==> src/inc/lfi_regs.svh <==
// Register offsets, field positions, reset values and codes of the fault enable block
`ifndef LFI_REGS_SVH
`define LFI_REGS_SVH
`define LFI_ADDR_W        8
`define LFI_OFF_OPTIONS   8'h06
`define LFI_OFF_SUPPLY    8'h08
`define LFI_OFF_BOOST     8'h0A
`define LFI_OFF_LED       8'h0C
`define LFI_RST_OPTIONS   16'h0100
`define LFI_RST_SUPPLY    16'h2AAA
`define LFI_RST_BOOST     16'hA028
`define LFI_RST_LED       16'h00AA
`define LFI_OPT_WMASK     16'h013F
`define LFI_BOOST_WMASK   16'hFFFC
`define LFI_SUPPLY_WMASK  16'h3FFF
`define LFI_LED_WMASK     16'h00FF
`define LFI_BIT_GND       8
`define LFI_WR_OFF        2'h1
`define LFI_WR_ON         2'h3
`define LFI_RD_OFF        2'h0
`define LFI_RD_ON         2'h2
`define LFI_NSUP          6
`define LFI_NSUPF         7
`define LFI_NBST          7
`define LFI_NSTR          6
`endif

==> src/inc/lfi_pkg.sv <==
// Types of the fault enable block
package lfi_pkg;
	typedef struct packed {
		logic        wr;     // Write strobe
		logic        rd;     // Read strobe
		logic [7:0]  addr;   // Register offset
		logic [15:0] wdata;  // Write data
	} lfi_req_t;
	typedef struct packed {
		logic [5:0]  sup;    // Supply fault raw inputs
		logic [6:0]  bst;    // Boost fault raw inputs
		logic [5:0]  str;    // String internal short raw inputs
		logic        gnd;    // String ground short raw input
	} lfi_flt_t;
endpackage

==> src/logic/lfi_fault_irq.sv <==
// Fault interrupt enables, fault options, status latches and interrupt output
//Function
//- ground short detection runs while bit set and boost active
//- string short fault suppressed by disable bit
//- write 1h disables, 3h enables field
//- read 0h disabled, 2h enabled
//- sync loss enable bits 13-12, on
//- pump fault enable bits 11-10, on
//- pump capacitor enable bits 9-8, on
//- input overcurrent enable bits 7-6, on
//- core low 5-4, input low 1-0
//- input overvoltage enable bits 3-2, on
//- overtemperature enable bits 15-14, on
//- current resistor short bits 13-12, on
//- three resistor enables 11-6, off
//- converter overcurrent bits 5-4, on
//- converter overvoltage 3-2, reserved 1-0
//- status plus clear write clears fault
//- global enable bits 7-6 same encoding
`timescale 1ns/100ps
`include "lfi_regs.svh"
module lfi_fault_irq (
	input  wire logic            ref_clk,   // Clock, 25 MHz
	input  wire logic            nrst,      // Async reset, active low
	input  wire logic            ce,        // Clock enable, freezes state when low
	input  wire lfi_pkg::lfi_req_t req,     // Register port request
	input  wire lfi_pkg::lfi_flt_t flt,     // Raw fault detector inputs
	input  wire logic            boost_act, // Boost in soft-start or normal stage
	output logic [15:0]          rdata,     // Read data, registered
	output logic                 rvalid,    // Read data valid pulse
	output logic                 gnd_det_en,// Ground short detector enable
	output logic [5:0]           str_short, // Masked string short faults
	output logic [5:0]           sup_stat,  // Supply fault status latches
	output logic [6:0]           bst_stat,  // Boost fault status latches
	output logic                 irq        // Interrupt output, active high
);
	typedef struct packed {
		logic [15:0] options;
		logic [15:0] rdata;
		logic        rvalid;
		logic        gnd_det_en;
		logic [5:0]  str_short;
		logic [5:0]  sup_stat;
		logic [6:0]  bst_stat;
		logic        irq;
	} lfi_top_t;
	lfi_top_t st, next_st;

	logic [6:0] sup_on;
	logic [6:0] bst_on;
	logic [3:0] led_on;
	logic       wr_sup;
	logic       wr_bst;
	logic       wr_led;
	logic [15:0] sup_word;
	logic [15:0] bst_word;
	logic [15:0] led_word;

	// Expands enable states to the read encoding
	function automatic logic [15:0] pack_rd(input logic [7:0] on, input int n, input int lo);
		logic [15:0] w;
		w = 16'h0000;
		for (int i = 0; i < 8; i++) begin
			if (i < n) begin
				w[lo + 2*i +: 2] = on[i] ? `LFI_RD_ON : `LFI_RD_OFF;
			end
		end
		return w;
	endfunction

	// Write decode per register
	assign wr_sup = req.wr && req.addr == `LFI_OFF_SUPPLY;
	assign wr_bst = req.wr && req.addr == `LFI_OFF_BOOST;
	assign wr_led = req.wr && req.addr == `LFI_OFF_LED;

	// Supply fields: input low, input ov, core low, input oc, pump cap, pump, sync loss
	// Sync loss has no status latch here, only its enable field
	lfi_enable_field #(.N(`LFI_NSUPF), .RST(32'h7F)) u_sup (
		.ref_clk (ref_clk),
		.nrst    (nrst),
		.ce      (ce),
		.wr      (wr_sup),
		.wdata   (req.wdata[13:0]),
		.on      (sup_on)
	);
	// Boost fields from bit 2 up; resistor presence fields reset off
	lfi_enable_field #(.N(`LFI_NBST), .RST(32'h63)) u_bst (
		.ref_clk (ref_clk),
		.nrst    (nrst),
		.ce      (ce),
		.wr      (wr_bst),
		.wdata   (req.wdata[15:2]),
		.on      (bst_on)
	);
	// Led register fields, global at the top
	lfi_enable_field #(.N(4), .RST(32'hF)) u_led (
		.ref_clk (ref_clk),
		.nrst    (nrst),
		.ce      (ce),
		.wr      (wr_led),
		.wdata   (req.wdata[7:0]),
		.on      (led_on)
	);

	// Read words; reserved bits read zero
	assign sup_word = pack_rd({1'h0, sup_on}, `LFI_NSUPF, 0);
	assign bst_word = pack_rd({1'h0, bst_on}, `LFI_NBST, 2);
	assign led_word = pack_rd({4'h0, led_on}, 4, 0);

	// Options, status latches, read mux and interrupt
	always_comb begin
		next_st = st;
		if (ce) begin
			next_st.rvalid = 1'b0;
			// Reserved option bits held at zero, so a bad host write is harmless
			if (req.wr && req.addr == `LFI_OFF_OPTIONS) begin
				next_st.options = req.wdata & `LFI_OPT_WMASK;
			end
			next_st.gnd_det_en = st.options[`LFI_BIT_GND] & boost_act;
			next_st.str_short = flt.str & ~st.options[5:0];
			// Clear needs status and clear bit together; a new fault wins
			for (int i = 0; i < `LFI_NSUP; i++) begin
				if (wr_sup && req.wdata[2*i+1] && req.wdata[2*i]) begin
					next_st.sup_stat[i] = 1'b0;
				end
				if (flt.sup[i]) begin
					next_st.sup_stat[i] = 1'b1;
				end
			end
			for (int i = 0; i < `LFI_NBST; i++) begin
				if (wr_bst && req.wdata[2*i+3] && req.wdata[2*i+2]) begin
					next_st.bst_stat[i] = 1'b0;
				end
				if (flt.bst[i]) begin
					next_st.bst_stat[i] = 1'b1;
				end
			end
			next_st.irq = led_on[3] &&
				(|(st.sup_stat & sup_on[5:0]) || |(st.bst_stat & bst_on));
			if (req.rd) begin
				next_st.rvalid = 1'b1;
				case (req.addr)
					`LFI_OFF_OPTIONS: next_st.rdata = st.options;
					`LFI_OFF_SUPPLY:  next_st.rdata = sup_word;
					`LFI_OFF_BOOST:   next_st.rdata = bst_word;
					`LFI_OFF_LED:     next_st.rdata = led_word;
					default:          next_st.rdata = 16'h0000;
				endcase
			end
		end
	end

	// State register
	always_ff @(posedge ref_clk or negedge nrst) begin
		if (!nrst) begin
			st <= '0;
			st.options <= `LFI_RST_OPTIONS;
		end else begin
			st <= next_st;
		end
	end

	assign rdata      = st.rdata;
	assign rvalid     = st.rvalid;
	assign gnd_det_en = st.gnd_det_en;
	assign str_short  = st.str_short;
	assign sup_stat   = st.sup_stat;
	assign bst_stat   = st.bst_stat;
	assign irq        = st.irq;

	// Disable code clears the field next cycle
	field_off_a: assert property (@(posedge ref_clk) disable iff (!nrst)
		ce && wr_sup && req.wdata[1:0] == `LFI_WR_OFF |=> !sup_on[0])
		else $error("field not disabled");
	// Neutral code leaves the field alone
	field_keep_a: assert property (@(posedge ref_clk) disable iff (!nrst)
		ce && wr_bst && req.wdata[3:2] == `LFI_RD_ON |=> $stable(bst_on[0]))
		else $error("field changed on neutral code");
	// Read code follows the field state at the read edge
	read_code_a: assert property (@(posedge ref_clk) disable iff (!nrst)
		ce && req.rd && req.addr == `LFI_OFF_SUPPLY |=>
		rdata[13:12] == ($past(sup_on[6]) ? `LFI_RD_ON : `LFI_RD_OFF))
		else $error("bad read encoding");
	// Detector stays off while the option bit is clear
	gnd_gate_a: assert property (@(posedge ref_clk) disable iff (!nrst)
		ce && !st.options[`LFI_BIT_GND] |=> !gnd_det_en)
		else $error("ground detect while off");
	// A set disable bit hides the string fault
	short_mask_a: assert property (@(posedge ref_clk) disable iff (!nrst)
		ce && st.options[0] |=> !str_short[0])
		else $error("masked short reported");
	// Status latches whatever the enable says
	stat_latch_a: assert property (@(posedge ref_clk) disable iff (!nrst)
		ce && flt.sup[2] |=> sup_stat[2])
		else $error("status not latched");
	// Status plus clear written together drop the latch
	stat_clear_a: assert property (@(posedge ref_clk) disable iff (!nrst)
		ce && wr_bst && req.wdata[3:2] == `LFI_WR_ON && !flt.bst[0] |=> !bst_stat[0])
		else $error("status not cleared");
	// Global field off keeps the pin low
	irq_gate_a: assert property (@(posedge ref_clk) disable iff (!nrst)
		ce && !led_on[3] |=> !irq)
		else $error("irq with global off");
	// Reserved boost bits read zero
	rsv_zero_a: assert property (@(posedge ref_clk) disable iff (!nrst)
		ce && req.rd && req.addr == `LFI_OFF_BOOST |=> rdata[1:0] == `LFI_RD_OFF)
		else $error("reserved bits nonzero");
	// Sync loss field turns on with the enable code
	sync_on_a: assert property (@(posedge ref_clk) disable iff (!nrst)
		ce && wr_sup && req.wdata[13:12] == `LFI_WR_ON |=> sup_on[6])
		else $error("sync loss field not enabled");
	// Sync loss field turns off with the disable code
	sync_off_a: assert property (@(posedge ref_clk) disable iff (!nrst)
		ce && wr_sup && req.wdata[13:12] == `LFI_WR_OFF |=> !sup_on[6])
		else $error("sync loss field not disabled");
	// Zero code leaves the sync loss field alone
	sync_keep_a: assert property (@(posedge ref_clk) disable iff (!nrst)
		ce && wr_sup && req.wdata[13:12] == `LFI_RD_OFF |=> $stable(sup_on[6]))
		else $error("sync loss field changed");
	// Pump fault field sits at bits 11-10
	pump_off_a: assert property (@(posedge ref_clk) disable iff (!nrst)
		ce && wr_sup && req.wdata[11:10] == `LFI_WR_OFF |=> !sup_on[5])
		else $error("pump field not disabled");
	// Pump capacitor field sits at bits 9-8
	cap_off_a: assert property (@(posedge ref_clk) disable iff (!nrst)
		ce && wr_sup && req.wdata[9:8] == `LFI_WR_OFF |=> !sup_on[4])
		else $error("capacitor field not disabled");
	// Input overcurrent field sits at bits 7-6
	ioc_off_a: assert property (@(posedge ref_clk) disable iff (!nrst)
		ce && wr_sup && req.wdata[7:6] == `LFI_WR_OFF |=> !sup_on[3])
		else $error("input overcurrent field not disabled");
	// Core supply low field sits at bits 5-4
	core_off_a: assert property (@(posedge ref_clk) disable iff (!nrst)
		ce && wr_sup && req.wdata[5:4] == `LFI_WR_OFF |=> !sup_on[2])
		else $error("core low field not disabled");
	// Input overvoltage field sits at bits 3-2
	ovp_off_a: assert property (@(posedge ref_clk) disable iff (!nrst)
		ce && wr_sup && req.wdata[3:2] == `LFI_WR_OFF |=> !sup_on[1])
		else $error("input overvoltage field not disabled");
	// Overtemperature field sits at bits 15-14
	temp_on_a: assert property (@(posedge ref_clk) disable iff (!nrst)
		ce && wr_bst && req.wdata[15:14] == `LFI_WR_ON |=> bst_on[6])
		else $error("overtemperature field not enabled");
	// Current resistor field sits at bits 13-12
	iset_off_a: assert property (@(posedge ref_clk) disable iff (!nrst)
		ce && wr_bst && req.wdata[13:12] == `LFI_WR_OFF |=> !bst_on[5])
		else $error("current resistor field not disabled");
	// Config resistor field sits at bits 11-10
	cfg_on_a: assert property (@(posedge ref_clk) disable iff (!nrst)
		ce && wr_bst && req.wdata[11:10] == `LFI_WR_ON |=> bst_on[4])
		else $error("config resistor field not enabled");
	// Mode resistor field sits at bits 9-8
	mode_off_a: assert property (@(posedge ref_clk) disable iff (!nrst)
		ce && wr_bst && req.wdata[9:8] == `LFI_WR_OFF |=> !bst_on[3])
		else $error("mode resistor field not disabled");
	// Converter overcurrent field sits at bits 5-4
	bocp_off_a: assert property (@(posedge ref_clk) disable iff (!nrst)
		ce && wr_bst && req.wdata[5:4] == `LFI_WR_OFF |=> !bst_on[1])
		else $error("converter overcurrent field not disabled");
	// Converter overvoltage field sits at bits 3-2
	bovp_on_a: assert property (@(posedge ref_clk) disable iff (!nrst)
		ce && wr_bst && req.wdata[3:2] == `LFI_WR_ON |=> bst_on[0])
		else $error("converter overvoltage field not enabled");
	// Global field uses the same disable code
	global_off_a: assert property (@(posedge ref_clk) disable iff (!nrst)
		ce && wr_led && req.wdata[7:6] == `LFI_WR_OFF |=> !led_on[3])
		else $error("global field not disabled");
	// Global field uses the same enable code
	global_on_a: assert property (@(posedge ref_clk) disable iff (!nrst)
		ce && wr_led && req.wdata[7:6] == `LFI_WR_ON |=> led_on[3])
		else $error("global field not enabled");
	// Every taken read answers one cycle later
	rd_valid_a: assert property (@(posedge ref_clk) disable iff (!nrst)
		ce && req.rd |=> rvalid)
		else $error("read not answered");
	// Boost read code follows its top field
	rd_boost_a: assert property (@(posedge ref_clk) disable iff (!nrst)
		ce && req.rd && req.addr == `LFI_OFF_BOOST |=>
		rdata[15:14] == ($past(bst_on[6]) ? `LFI_RD_ON : `LFI_RD_OFF))
		else $error("bad boost read encoding");
	// Reserved supply bits read zero
	sup_rsv_a: assert property (@(posedge ref_clk) disable iff (!nrst)
		ce && req.rd && req.addr == `LFI_OFF_SUPPLY |=> rdata[15:14] == `LFI_RD_OFF)
		else $error("reserved supply bits nonzero");
	// Unmasked string fault passes through
	short_pass_a: assert property (@(posedge ref_clk) disable iff (!nrst)
		ce && !st.options[1] && flt.str[1] |=> str_short[1])
		else $error("string short lost");
	// Detector runs when the bit is set in an active stage
	gnd_on_a: assert property (@(posedge ref_clk) disable iff (!nrst)
		ce && st.options[`LFI_BIT_GND] && boost_act |=> gnd_det_en)
		else $error("ground detect not running");
	// Boost status latches too
	stat_hold_a: assert property (@(posedge ref_clk) disable iff (!nrst)
		ce && flt.bst[3] |=> bst_stat[3])
		else $error("boost status not latched");
	// Supply status clear works the same way
	sup_clear_a: assert property (@(posedge ref_clk) disable iff (!nrst)
		ce && wr_sup && req.wdata[1:0] == `LFI_WR_ON && !flt.sup[0] |=> !sup_stat[0])
		else $error("supply status not cleared");
	// Enabled latched fault raises the pin
	irq_raise_a: assert property (@(posedge ref_clk) disable iff (!nrst)
		ce && led_on[3] && st.sup_stat[0] && sup_on[0] |=> irq)
		else $error("irq missing");
	// Clock enable low freezes all state
	freeze_a: assert property (@(posedge ref_clk) disable iff (!nrst)
		!ce |=> $stable(st))
		else $error("state moved while frozen");
endmodule

==> src/logic/lfi_enable_field.sv <==
// Two-bit encoded interrupt enable field bank
`timescale 1ns/100ps
`include "lfi_regs.svh"
module lfi_enable_field #(
	parameter int        N   = 6,          // Number of fields
	parameter logic [31:0] RST = 32'h0     // One bit per field, 1 means enabled at reset
) (
	input  wire logic         ref_clk,     // Clock
	input  wire logic         nrst,        // Async reset, active low
	input  wire logic         ce,          // Clock enable
	input  wire logic         wr,          // Write to this register
	input  wire logic [2*N-1:0] wdata,     // Field write codes
	output logic [N-1:0]      on           // Enable state per field
);
	typedef struct packed {
		logic [N-1:0] on;
	} lfi_fld_t;
	lfi_fld_t st, next_st;

	// Only the two documented codes act; 0h and 2h keep state
	always_comb begin
		next_st = st;
		for (int i = 0; i < N; i++) begin
			if (ce && wr && wdata[2*i +: 2] == `LFI_WR_OFF) begin
				next_st.on[i] = 1'b0;
			end else if (ce && wr && wdata[2*i +: 2] == `LFI_WR_ON) begin
				next_st.on[i] = 1'b1;
			end
		end
	end

	// State register
	always_ff @(posedge ref_clk or negedge nrst) begin
		if (!nrst) begin
			st.on <= RST[N-1:0];
		end else begin
			st <= next_st;
		end
	end
	assign on = st.on;
endmodule

==> config.mk <==
export PLATFORM = sky130hd
export DESIGN_NAME = lfi_fault_irq
export DESIGN_NICKNAME = d
export VERILOG_FILES = /design/src/inc/lfi_pkg.sv /design/src/logic/lfi_fault_irq.sv /design/src/logic/lfi_enable_field.sv
export VERILOG_INCLUDE_DIRS = /design/src /design/src/inc
export SDC_FILE = /design/constraint.sdc
export NUM_CORES = 1
export LEC_CHECK = 0
export BUFFER_PORTS_ARGS = -buffer_cell sky130_fd_sc_hd__buf_2
export CORE_MARGIN = 2
export CORE_UTILIZATION = 56
export CTS_CLUSTER_SIZE = 10
export DETAILED_ROUTE_END_ITERATION = 16
export PLACE_DENSITY_LB_ADDON = 0.15
export SETUP_SLACK_MARGIN = 0.3
export SLEW_MARGIN = 20
export SYNTH_ARGS = -nofsm -noshare
export SYNTH_HDL_FRONTEND = slang
export SYNTH_SLANG_ARGS = --single-unit
==> constraint.sdc <==
create_clock -name ref_clk -period 1.6 [get_ports ref_clk]
set_input_delay 0.32 -clock ref_clk [delete_from_list [all_inputs] [get_ports ref_clk]]
set_output_delay 0.32 -clock ref_clk [all_outputs]
set_load 0.01 [all_outputs]
==> summary.md <==
| Metric | Value |
|---|---|
| Status | finished, final reports clean |
| Die height | 76.97 um |
| Synthesized area per cell | 11.13 um2 |
| DIE WIDTH | 76.97 um |
| Internal Power | 2.376 mW |
| CTS root buf | clkbuf_8 |
| Met3 routed WL | 403 um |
| Highest routed layer | met4 |
| Mapped cell area | 0.002982 mm2 |
| All-layer global routing usage | 0.2330 |
| Hold Path Class | input port to flip-flop |
| Hpwl dp | 4553 um |
| Critical path startpoint category | input port |
| Final setup fails | 0 |
| CP Class | input port to flip-flop |
| Synth unique cells | 39 |
| Routed WL per cell | 15.83 um |
| Synth Warn # | 0 |
| WHS | 0.2086 ns |
| Site Rows | 26 |
| Final Max Tran Viols | 0 |
| First-pass GRT wire length | 10450 um |
| Clock sinks | 59 |
| Yosys reg bits | 59 |
| Final Util | 0.7332 |
| Io pins | 88 |
| Worst IR drop on VDD | 528.0 uV |
| Initial DRC count | 127 |
| Crit path capture type | flip-flop |
| Number of global-route vias before repair | 2021 |
| DRC errors left | 0 |
| Clock transition at path regs | 0.06 ns |
| Power per Cell Area | 829.7 mW/mm2 |
| Commonest non-fill, non-tap cell in the layout | buf_2 |
| Crit path DAT | 1.80 ns |
| Antenna Violating Nets Remaining | 0 |
| Initial Util | 0.5838 |
| Comb pwr share | 0.091 |
| Initial antenna violation count | 0 |
| Async set-reset flop share out of synthesis | 1.000 |
| Clk pwr share | 0.411 |
| Vias per cell | 5.338 |
| Worst EP required | 1.82 ns |
| Pleak | 1.734 nW |
| Final Hold Fails | 0 |
| ANT cells | 0 |
| EDFF count, synth | 0 |
| Final WL | 6554 um |
| Switching Power | 0.7311 mW |
| DIE AREA | 0.005924 mm2 |
| Most frequent cells in the layout | 81 x buf_2, 43 x dfrtp_1, 27 x nand2_1 |
| Seq/Total Area, Yosys | 0.5019 |
| CORE AREA | 0.005107 mm2 |
| Inserted Clock Buffers | 9 |
| Post-route met1 wirelength | 3012 um |
| Final net count | 389 |
| Largest net degree at the start of global routing | 60 |
| Cells after synthesis | 268 |
| Clk_skew | 0.007648 ns |
| Clock Path Buffers | 2 |
| Prevailing post-synth register cell | dfrtp_1 |
| Flop pwr share | 0.497 |
| RSZ-0062 raised after global routing | yes |
| Max cap viols | 0 |
| Fill cell count | 367 |
| H-tree levels | 3 |
| Worst-Skew Late Latency | 0.34 ns |
| P&R area growth vs syn | 25.60% |
| GR Overflow Total | 0 |
| Worst-path fanout max | 6 |
| I/O Buffers | 82 |
| Via Count | 2210 |
| Sw Share | 0.2353 |
| Max Fclk | 0.6333 GHz |
| Layout cells sized above 1 | 0.5378 |
| Final GP Congestion | 0.8663 |
| DR WL met2 | 3061 um |
| DRT Pass-1 Iters | 5 |
| Final min period | 1.579 ns |
| Final period util | 0.9869 |
| CTS tree | done |
## layout make-up
| type | count | area, um2 | share of cell area |
|---|---|---|---|
| timing repair buffer | 103 | 654.4 | 0.1747 |
| sequential | 59 | 1496 | 0.3996 |
| clock buffer | 15 | 186.4 | 0.04978 |
| clock inverter | 1 | 5.005 | 0.001336 |
| multi-input combinational | 156 | 1277 | 0.3411 |
| inverter | 10 | 37.54 | 0.01002 |
| tap | 70 | 87.58 | 0.02339 |
## flip-flops by register name (all words and copies together), names as in the netlist
name and flops:
u_led.on 4, irq 1, rvalid 1, gnd_det_en 1
u_sup.on 7, sup_stat 6, str_short 6, st 7
rdata 12, u_bst.on 7, bst_stat 7
## cell families after synthesis
group,after synthesis,share of synthesized area
AOI/OAI and AO/OA,59,0.1494
buffers and inverters,56,0.1242
DFF,59,0.5019
muxes,21,0.08645
other,1,0.001258
and+or+nand+nor,72,0.1368
## power groups by stage
| stage | Clock, mW | Combinational (mW) | Sequential, mW |
|---|---|---|---|
| 2_1_floorplan | 0 | 0.124 | 1.57 |
| 3_3_place_gp | 0 | 0.261 | 1.57 |
| 3_5_place_dp | 0 | 0.265 | 1.57 |
| 4_1_cts | 1.30 | 0.277 | 1.54 |
| 5_1_grt | 1.38 | 0.314 | 1.55 |
| 6_report | 1.28 | 0.284 | 1.54 |
## stage by stage
stage	cells	setup WS, ns	power [mW]	cell area, um2	TNS, ns
after floorplan	271	-0.2243	1.691	3075	-6.354
after global placement	392	-0.3107	1.830	3410	-10.89
after detailed placement	392	-0.3214	1.835	3410	-11.32
after CTS	410	0.04058	3.123	3672	0
after global routing	414	0.001722	3.237	3745	0
final	414	0.02104	3.107	3745	0
## cell usage after synthesis (all sizes together), types with 2 or more instances
| cell type | count | area share |
|---|---|---|
| dfrtp | 43 | 0.36 |
| and3b | 2 | 0.0059 |
| a22oi | 8 | 0.020 |
| mux2 | 17 | 0.073 |
| and4bb | 2 | 0.0097 |
| nor2b | 3 | 0.0063 |
| a22o | 21 | 0.062 |
| nor2 | 3 | 0.0038 |
| nand3b | 6 | 0.015 |
| nand2 | 31 | 0.039 |
| o22ai | 2 | 0.0042 |
| buf | 41 | 0.11 |
| a21bo | 8 | 0.027 |
| mux2i | 4 | 0.013 |
| clkbuf | 5 | 0.0063 |
| o21ai | 16 | 0.027 |
| dfstp | 16 | 0.14 |
| inv | 10 | 0.013 |
| nand3 | 16 | 0.030 |
| a21oi | 2 | 0.0034 |
## repair_timing
action                     in CTS  in global routing
resized for setup              13                  7
buffers inserted                1                  4
hold buffers                    1                  0
pin swaps                       9                  9
setup endpoints to repair      46                 50
hold endpoints to repair       43                  0
## worst max-delay path, stage by stage
cell	delay (ns)
buf_6	0.09
or4_4	0.58
and4bb_4	0.42
buf_12	0.15
nand3_4	0.06
a22o_1	0.18
## per-layer routing
metal / vias up / track usage
li1: 1060 / -
met1: 1068 / 0.3341
met2: 77 / 0.3360
met3: 5 / 0.06471
met4: 0 / 0.09091
met5: - / 0
## final timing paths
kind | from | end | slack, ns | cells past startpoint
max in group asynchronous | nrst | u_sup.on[3] | 0.78 | 3
worst min-delay path | flt[16] | sup_stat[2] | 0.21 | 2
worst max-delay path | req[22] | bst_stat[5] | 0.02 | 6
min in group asynchronous | nrst | sup_stat[2] | 0.52 | 3
worst max register to register | bst_stat[0] | irq | 0.43 | 4
worst min register to register | rdata[1] | rdata[1] | 0.48 | 2
No activity file was read; power rests on OpenSTA's default activity.
